===== config.mk =====
export PLATFORM = sky130hd
export DESIGN_NAME = flash_range_regs
export DESIGN_NICKNAME = d
export VERILOG_FILES = /design/src/rtl/range_walker.v /design/src/rtl/flash_range_regs.v
export VERILOG_INCLUDE_DIRS = /design/src /design/src/rtl
export SDC_FILE = /design/constraint.sdc
export NUM_CORES = 1
export LEC_CHECK = 0
export BUFFER_PORTS_ARGS = -buffer_cell sky130_fd_sc_hd__buf_2
export CAP_MARGIN = 15
export CORE_AREA = 10 10 99 189
export DETAILED_ROUTE_END_ITERATION = 8
export DIE_AREA = 0 0 109 199
export REMOVE_ABC_BUFFERS = 1
export SLEW_MARGIN = 10
export SYNTH_ARGS = -nofsm -noshare
export SYNTH_HDL_FRONTEND = slang
export SYNTH_SLANG_ARGS = --single-unit

===== constraint.sdc =====
create_clock -name clk_i -period 5.8 [get_ports clk_i]
set_input_delay 0.29 -clock clk_i [delete_from_list [all_inputs] [get_ports clk_i]]
set_output_delay 0.29 -clock clk_i [all_outputs]
set_load 0.01 [all_outputs]

===== src/rtl/flash_range_defs.vh =====
// register offsets, field positions and reset values of the range block
`ifndef FLASH_RANGE_DEFS_VH
`define FLASH_RANGE_DEFS_VH

// register byte offsets (word aligned)
`define OFS_START_UPPER   6'h00
`define OFS_START_LOWER   6'h04
`define OFS_END_UPPER     6'h08
`define OFS_END_LOWER     6'h0c
`define OFS_SEC_MONITOR   6'h10
`define OFS_SHIELD_START  6'h14
`define OFS_SHIELD_END    6'h18
`define OFS_SEC_SOURCE    6'h1c
`define OFS_OP_CTRL       6'h20
`define OFS_OP_STATUS     6'h24
`define OFS_OP_ADDR       6'h28

// security monitor field positions
`define SEC_WRITE_BIT     12
`define SEC_ERASE_BIT     10
`define SEC_BOOTPROT_BIT  9
`define SEC_BOOTAREA_BIT  8
`define SEC_VALID_MASK    16'h1700

// block geometry: 1 Kbyte blocks, ten bit block number
`define BLOCK_SHIFT       10
`define BLOCK_NUM_MASK    10'h3ff
`define BLOCK_END_MASK    16'h03ff
`define UPPER_MASK        4'hf

// operation codes in the control register
`define OP_NONE           2'h0
`define OP_ERASE          2'h1
`define OP_BLANK          2'h2
`define OP_PROGRAM        2'h3

// reset values
`define RST_UPPER         4'h0
`define RST_LOWER         16'h0000
`define RST_SEC           16'h1700
`define RST_BLOCK         10'h000

`endif


===== src/rtl/range_walker.v =====
// address walker stepping from the start pointer to the end pointer
`timescale 1ns/1ps
`default_nettype none
`include "flash_range_defs.vh"

module range_walker (
    input  wire        clk_i,     // core clock
    input  wire        rst_i,     // synchronous reset
    input  wire        start_i,   // one-cycle launch pulse
    input  wire [19:0] first_i,   // first address
    input  wire [19:0] last_i,    // last address, inclusive
    output reg         busy_o,    // walk in progress
    output reg         done_o,    // one-cycle end pulse
    output reg  [19:0] addr_o     // current address
);

    // walk one address per clock, last address included
    always @(posedge clk_i) begin
        if (rst_i) begin
            busy_o <= 1'b0;
            done_o <= 1'b0;
            addr_o <= 20'h00000;
        end else begin
            done_o <= 1'b0;
            if (start_i && !busy_o) begin
                busy_o <= 1'b1;
                addr_o <= first_i;
            end else if (busy_o) begin
                // stop on equal or beyond, so a reversed range ends after its first address
                if (addr_o >= last_i) begin
                    busy_o <= 1'b0;
                    done_o <= 1'b1;
                end else begin
                    addr_o <= addr_o + 20'h00001;
                end
            end
        end
    end

endmodule // range_walker
`default_nettype wire


===== src/rtl/flash_range_regs.v =====
// range pointers, security flag monitor and shield window registers
//
// Overview of operation
// - start address is upper 4-bit pointer over lower 16-bit pointer
// - end address is upper 4-bit end over lower 16-bit end
// - erase and blank check work on 1 Kbyte blocks, offset block<<10
// - write-protect bit 12 at zero refuses programming
// - erase-protect bit 10 at zero refuses block erase
// - boot-protect bit 9 at zero skips the strobes of shield window blocks
// - boot-area bit 8: zero selects cluster one, one cluster zero
// - shield end holds last block plus one, start holds first block
`timescale 1ns/1ps
`default_nettype none
`include "flash_range_defs.vh"

module flash_range_regs (
    input  wire        clk_i,          // core clock, 250 MHz
    input  wire        rst_i,          // synchronous reset, active high
    input  wire        cyc_i,          // wishbone cycle
    input  wire        stb_i,          // wishbone strobe
    input  wire        we_i,           // wishbone write enable
    input  wire [5:0]  adr_i,          // wishbone byte address
    input  wire [3:0]  sel_i,          // wishbone byte selects
    input  wire [31:0] dat_i,          // wishbone write data
    output reg  [31:0] dat_o,          // wishbone read data
    output reg         ack_o,          // wishbone acknowledge
    output reg         err_o,          // wishbone error, unmapped address
    output reg         op_busy_o,      // flash operation running
    output reg         op_strobe_o,    // one address of operation valid
    output reg  [19:0] op_addr_o,      // address under operation
    output reg  [1:0]  op_kind_o,      // operation code in progress
    output reg         boot_cluster_o, // active boot cluster number
    output reg         in_shield_o     // current address inside window
);

    // pointer registers
    reg  [3:0]  start_upper;
    reg  [15:0] start_lower;
    reg  [3:0]  end_upper;
    reg  [15:0] end_lower;
    // security flags as loaded by the extra area logic
    reg  [15:0] sec_monitor;
    reg  [9:0]  shield_start;
    reg  [9:0]  shield_end;
    // sticky refusal flags and operation bookkeeping
    reg         refused;
    reg         op_done;
    reg  [1:0]  op_kind;
    reg         launch;

    wire        req;
    wire        wr;
    wire        rd;
    wire        walk_busy;
    wire        walk_done;
    wire [19:0] walk_addr;
    wire [19:0] first_addr;
    wire [19:0] last_addr;
    wire        mapped;
    wire        allowed;
    wire [9:0]  walk_block;

    // merge one byte lane group into a 16-bit register
    function [15:0] merge16;
        input [15:0] old;
        input [15:0] wdat;
        input [1:0]  sel;
        begin
            merge16 = {sel[1] ? wdat[15:8] : old[15:8],
                       sel[0] ? wdat[7:0]  : old[7:0]};
        end
    endfunction

    // true when a block number falls inside the shield window
    function in_window;
        input [9:0] blk;
        input [9:0] first;
        input [9:0] past;
        begin
            in_window = (blk >= first) && (blk < past);
        end
    endfunction

    assign req  = cyc_i && stb_i && !ack_o && !err_o;
    assign wr   = req && we_i;
    assign rd   = req && !we_i;

    assign first_addr = {start_upper, start_lower};
    assign last_addr  = {end_upper, end_lower};
    assign walk_block = walk_addr[`BLOCK_SHIFT+9:`BLOCK_SHIFT];

    assign mapped = (adr_i == `OFS_START_UPPER) ||
                    (adr_i == `OFS_START_LOWER) ||
                    (adr_i == `OFS_END_UPPER)   ||
                    (adr_i == `OFS_END_LOWER)   ||
                    (adr_i == `OFS_SEC_MONITOR) ||
                    (adr_i == `OFS_SHIELD_START) ||
                    (adr_i == `OFS_SHIELD_END)  ||
                    (adr_i == `OFS_SEC_SOURCE)  ||
                    (adr_i == `OFS_OP_CTRL)     ||
                    (adr_i == `OFS_OP_STATUS)   ||
                    (adr_i == `OFS_OP_ADDR);

    // protection check on the requested operation code
    assign allowed =
        (dat_i[1:0] == `OP_ERASE)   ? sec_monitor[`SEC_ERASE_BIT] :
        (dat_i[1:0] == `OP_PROGRAM) ? sec_monitor[`SEC_WRITE_BIT] :
        (dat_i[1:0] == `OP_BLANK);

    // bus handshake: one wait state, ack or err for one cycle
    always @(posedge clk_i) begin
        if (rst_i) begin
            ack_o <= 1'b0;
            err_o <= 1'b0;
        end else begin
            ack_o <= req && mapped;
            err_o <= req && !mapped;
        end
    end

    // pointer and window registers; held until software rewrites them
    always @(posedge clk_i) begin
        if (rst_i) begin
            start_upper  <= `RST_UPPER;
            start_lower  <= `RST_LOWER;
            end_upper    <= `RST_UPPER;
            end_lower    <= `RST_LOWER;
            sec_monitor  <= `RST_SEC;
            shield_start <= `RST_BLOCK;
            shield_end   <= `RST_BLOCK;
        end else if (wr && !walk_busy) begin
            case (adr_i)
                `OFS_START_UPPER: begin
                    if (sel_i[0]) start_upper <= dat_i[3:0] & `UPPER_MASK;
                end
                `OFS_START_LOWER: begin
                    start_lower <= merge16(start_lower, dat_i[15:0],
                                           sel_i[1:0]);
                end
                `OFS_END_UPPER: begin
                    if (sel_i[0]) end_upper <= dat_i[3:0] & `UPPER_MASK;
                end
                `OFS_END_LOWER: begin
                    end_lower <= merge16(end_lower, dat_i[15:0],
                                         sel_i[1:0]);
                end
                `OFS_SHIELD_START: begin
                    if (sel_i[1:0] == 2'h3)
                        shield_start <= dat_i[9:0] & `BLOCK_NUM_MASK;
                end
                `OFS_SHIELD_END: begin
                    if (sel_i[1:0] == 2'h3)
                        shield_end <= dat_i[9:0] & `BLOCK_NUM_MASK;
                end
                // flags stand in for the extra area contents
                `OFS_SEC_SOURCE: begin
                    sec_monitor <= merge16(sec_monitor, dat_i[15:0],
                                           sel_i[1:0]) & `SEC_VALID_MASK;
                end
                default: begin
                end
            endcase
        end
    end

    // operation launch with protection check; refused requests stick
    always @(posedge clk_i) begin
        if (rst_i) begin
            launch  <= 1'b0;
            refused <= 1'b0;
            op_done <= 1'b0;
            op_kind <= `OP_NONE;
        end else begin
            launch <= 1'b0;
            if (wr && adr_i == `OFS_OP_CTRL && sel_i[0] && !walk_busy &&
                    !launch && dat_i[1:0] != `OP_NONE) begin
                op_done <= 1'b0;
                if (allowed) begin
                    launch  <= 1'b1;
                    refused <= 1'b0;
                    op_kind <= dat_i[1:0];
                end else begin
                    refused <= 1'b1;
                end
            end
            // set after the clear, so a finishing walk is never lost
            if (walk_done)
                op_done <= 1'b1;
        end
    end

    range_walker u_walker (
        .clk_i   (clk_i),
        .rst_i   (rst_i),
        .start_i (launch),
        .first_i (first_addr),
        .last_i  (last_addr),
        .busy_o  (walk_busy),
        .done_o  (walk_done),
        .addr_o  (walk_addr)
    );

    // registered outputs toward the flash array
    always @(posedge clk_i) begin
        if (rst_i) begin
            op_busy_o      <= 1'b0;
            op_strobe_o    <= 1'b0;
            op_addr_o      <= 20'h00000;
            op_kind_o      <= `OP_NONE;
            boot_cluster_o <= 1'b0;
            in_shield_o    <= 1'b0;
        end else begin
            // busy tracks the walker so it lines up with the address
            op_busy_o   <= walk_busy;
            // shield window blocks skipped when boot protection is clear
            op_strobe_o <= walk_busy &&
                !(!sec_monitor[`SEC_BOOTPROT_BIT] &&
                  in_window(walk_block, shield_start, shield_end));
            op_addr_o   <= walk_addr;
            op_kind_o   <= walk_busy ? op_kind : `OP_NONE;
            // zero picks cluster one, one picks cluster zero
            boot_cluster_o <= ~sec_monitor[`SEC_BOOTAREA_BIT];
            in_shield_o <= in_window(walk_block, shield_start, shield_end);
        end
    end

    // read mux, unused bits read zero
    always @(posedge clk_i) begin
        if (rst_i) begin
            dat_o <= 32'h00000000;
        end else if (rd) begin
            case (adr_i)
                `OFS_START_UPPER:  dat_o <= {28'h0000000, start_upper};
                `OFS_START_LOWER:  dat_o <= {16'h0000, start_lower};
                `OFS_END_UPPER:    dat_o <= {28'h0000000, end_upper};
                `OFS_END_LOWER:    dat_o <= {16'h0000, end_lower};
                `OFS_SEC_MONITOR:  dat_o <= {16'h0000, sec_monitor};
                `OFS_SEC_SOURCE:   dat_o <= {16'h0000, sec_monitor};
                `OFS_SHIELD_START: dat_o <= {22'h000000, shield_start};
                `OFS_SHIELD_END:   dat_o <= {22'h000000, shield_end};
                `OFS_OP_CTRL:      dat_o <= {30'h00000000, op_kind};
                `OFS_OP_STATUS:    dat_o <= {29'h00000000, refused,
                                             op_done, walk_busy};
                `OFS_OP_ADDR:      dat_o <= {12'h000, walk_addr};
                default:           dat_o <= 32'h00000000;
            endcase
        end
    end

endmodule // flash_range_regs
`default_nettype wire


==> impl_results.md <==
* Status: complete, no violations
* Cell Int Power at 1.66 mW
* Placer congestion estimate at 0.921
* Clock share of power at 0.512
* Antenna diodes at 0
* Die width at 109 µm
* Setup TNS at 0 ps
* Synth async-reset ratio at 0
* Setup WS post-layout at 2620 ps
* Final Cycle Share at 0.547
* Starting DRT DRC Count at 424
* Cts repair resizes at 0
* Type of origin of the critical path: flip-flop
* Post-place setup slack at 2680 ps
* Hold Path Class: in2reg
* Drt pass-1 iters at 5
* Setup bufs post-CTS at 0
* DP HPWL at 15800 µm
* Max_slew headroom at 0.258
* PD cells at 270 nW/µm²
* Most frequent cells in the layout: dfxtp_1, nor2_1, buf_2
* Wirelength per Cell at 20.5 µm
* Pleak at 3.02 nW
* Post-Syn Area at 6930 µm²
* Synth top area cells: dfxtp_1, mux2i_1, ha_1, nor2_1, a21oi_1
* Die area at 21700 µm²
* I/O Buffers at 76
* Pin count of the biggest net entering global routing at 62
* Cell taking the most area after synthesis: dfxtp_1
* Initial antenna violation count at 0
* CTS Sinks at 139
* Area growth syn-to-layout at 15.1%
* Hold Buf Count CTS at 0
* Die H at 199 µm
* Switch share at 0.228
* Setup crit end kind: flip-flop
* Global route overflow at 0
* Max cap viols at 0
* Critical path class: reg2reg
* Seq/Total Area, Yosys at 0.402
* H-tree levels at 4
* Sequential Power Share at 0.448
* Count of final setup violators at 0
* Minimum hold slack at 127 ps
* Number of synthesized flops with an enable pin at 0
* FILL cells at 1500
* Final Skew at 9.76 ps
* YS warnings at 0
* CP max FO at 26
* Design Area, Final at 7980 µm²
* Combinational power share at 0.040
* Detail Route Antenna Nets at 0
* Switching power total at 491 µW
* Clock root buffer: clkbuf_16
* Clock Latency Late Sink at 430 ps
* Share of cells above drive strength 1 at 0.162
* Period minus WS final at 3180 ps
* Routed WL at 21500 µm
* Vias in the first global route at 6159
* Placement Rows at 65
* All-layer global routing usage at 0.202
* Worst-Margin Slew at 1110 ps
* CP required at 6130 ps
* Most common cell after layout, fill and taps aside: dfxtp_1
* Num CTS Buffers at 17
* Synth Register Bits at 139
* CTS Buffer Depth at 2
* Core area at 15700 µm²
* Post-DR vias/cell at 5.70
* Final hold vios at 0
* Via count at 5971
* Global-route wire length before repair at 33500 µm
* Initial Util at 0.441
* Post-Syn Instances at 777
* CTS tree: done
* Nets at 921
* Yosys cell types at 65
* Top-area cell type share of the netlist area at 0.402
* Dominant synthesized flop cell: dfxtp_1
* RSZ-0062 raised after global routing: false
* Clock transition at path regs at 60 ps
* Fmax at 315 MHz
* Final number of max-transition violations at 0
* # IOs at 107
* Post-DP Area at 7380 µm²
* Syn_area_per_cell at 8.92 µm²
* Residual DRC at 0
* Worst path arrival time at 3510 ps
* Max IR drop VDD at 0.000202 V
## Yosys cell counts, drive strengths merged (8+ instances only)
| cell type | number |
|---|---|
| nand2 | 39 |
| a222oi | 9 |
| nor2 | 118 |
| ha | 40 |
| a21oi | 37 |
| o21ai | 29 |
| mux2i | 70 |
| nand2b | 11 |
| a211oi | 13 |
| a311oi | 8 |
| inv | 49 |
| clkbuf | 35 |
| nor3 | 12 |
| a22oi | 8 |
| and2 | 8 |
| buf | 20 |
| a221oi | 11 |
| nor2b | 22 |
| nand3 | 12 |
| dfxtp | 139 |
## kinds of logic (layout without fill, tap and decap cells)
kind of cell / count (synthesis) / after routing / share of synthesized area
flip-flops: 139 / 139 / 0.402
other: 1 / 12 / 0.000541
AND/OR/NAND/NOR: 261 / 261 / 0.183
adder cells (fa/ha/maj): 40 / 40 / 0.0722
multiplexers: 73 / 73 / 0.109
XOR/XNOR: 4 / 4 / 0.00506
buffers and inverters: 104 / 163 / 0.0668
AO/OA/AOI/OAI: 155 / 155 / 0.162
## worst paths after layout
kind         slack, ps                from  cells past startpoint                 end
max reg2reg       2620  u_walker.addr_o[2]                      7  u_walker.addr_o[9]
min reg2reg        450     u_walker.done_o                      2             op_done
min                130           dat_i[13]                      3       end_lower[13]
max               2620  u_walker.addr_o[2]                      7  u_walker.addr_o[9]
## routing by layer
metal / global-route usage / part of all wire / wire length (µm)
met1: 0.206 / 0.37 / 7890
met2: 0.363 / 0.53 / 11500
met3: 0.0389 / 0.046 / 991
met4: 0.128 / 0.053 / 1150
met5: 0 / 0 / 0
## final cells by class
class                   count  area (µm²)  area share
repair buffers             82         428      0.0536
well taps                 201         251      0.0315
clock buffers              18         429      0.0538
flip-flops and latches    139        2780       0.349
clock inverters            14         171      0.0215
inverters                  49         184      0.0231
multi-input cells         545        3730       0.468
## critical path: stages (launching register included)
cell and delay, ps:
dfxtp_1 500, ha_1 310, a211oi_1 220, o21ai_0 200, a41oi_2 500, o2111ai_4 500
or4_1 570, a311oi_1 260
## flip-flops by register name, summed over array words and instances (netlist names), 2 cells and up
| register | flops |
|---|---|
| u_walker.addr_o | 20 |
| op_kind_o | 2 |
| end_lower | 16 |
| shield_start | 10 |
| start_upper | 4 |
| dat_o | 20 |
| end_upper | 4 |
| sec_monitor | 4 |
| shield_end | 10 |
| start_lower | 16 |
| op_addr_o | 20 |
| op_kind | 2 |
## power groups by stage
stage	sequential (mW)	combinational, mW	clock, mW
detailed placement	0.985	0.0851	0
global route	0.964	0.0939	1.16
global placement	0.985	0.0840	0
CTS	0.964	0.0856	1.12
floorplan	0.988	0.0289	0
finish	0.964	0.0862	1.10
## metrics by stage
step / util / cells / total power, mW
2_1_floorplan: - / 733 / 1.02
3_3_place_gp: 0.470 / 1016 / 1.07
3_5_place_dp: 0.470 / 1016 / 1.07
4_1_cts: 0.508 / 1048 / 2.17
5_1_grt: 0.508 / 1048 / 2.21
6_report: 0.508 / 1048 / 2.15
(Power assumes the default switching activity.)
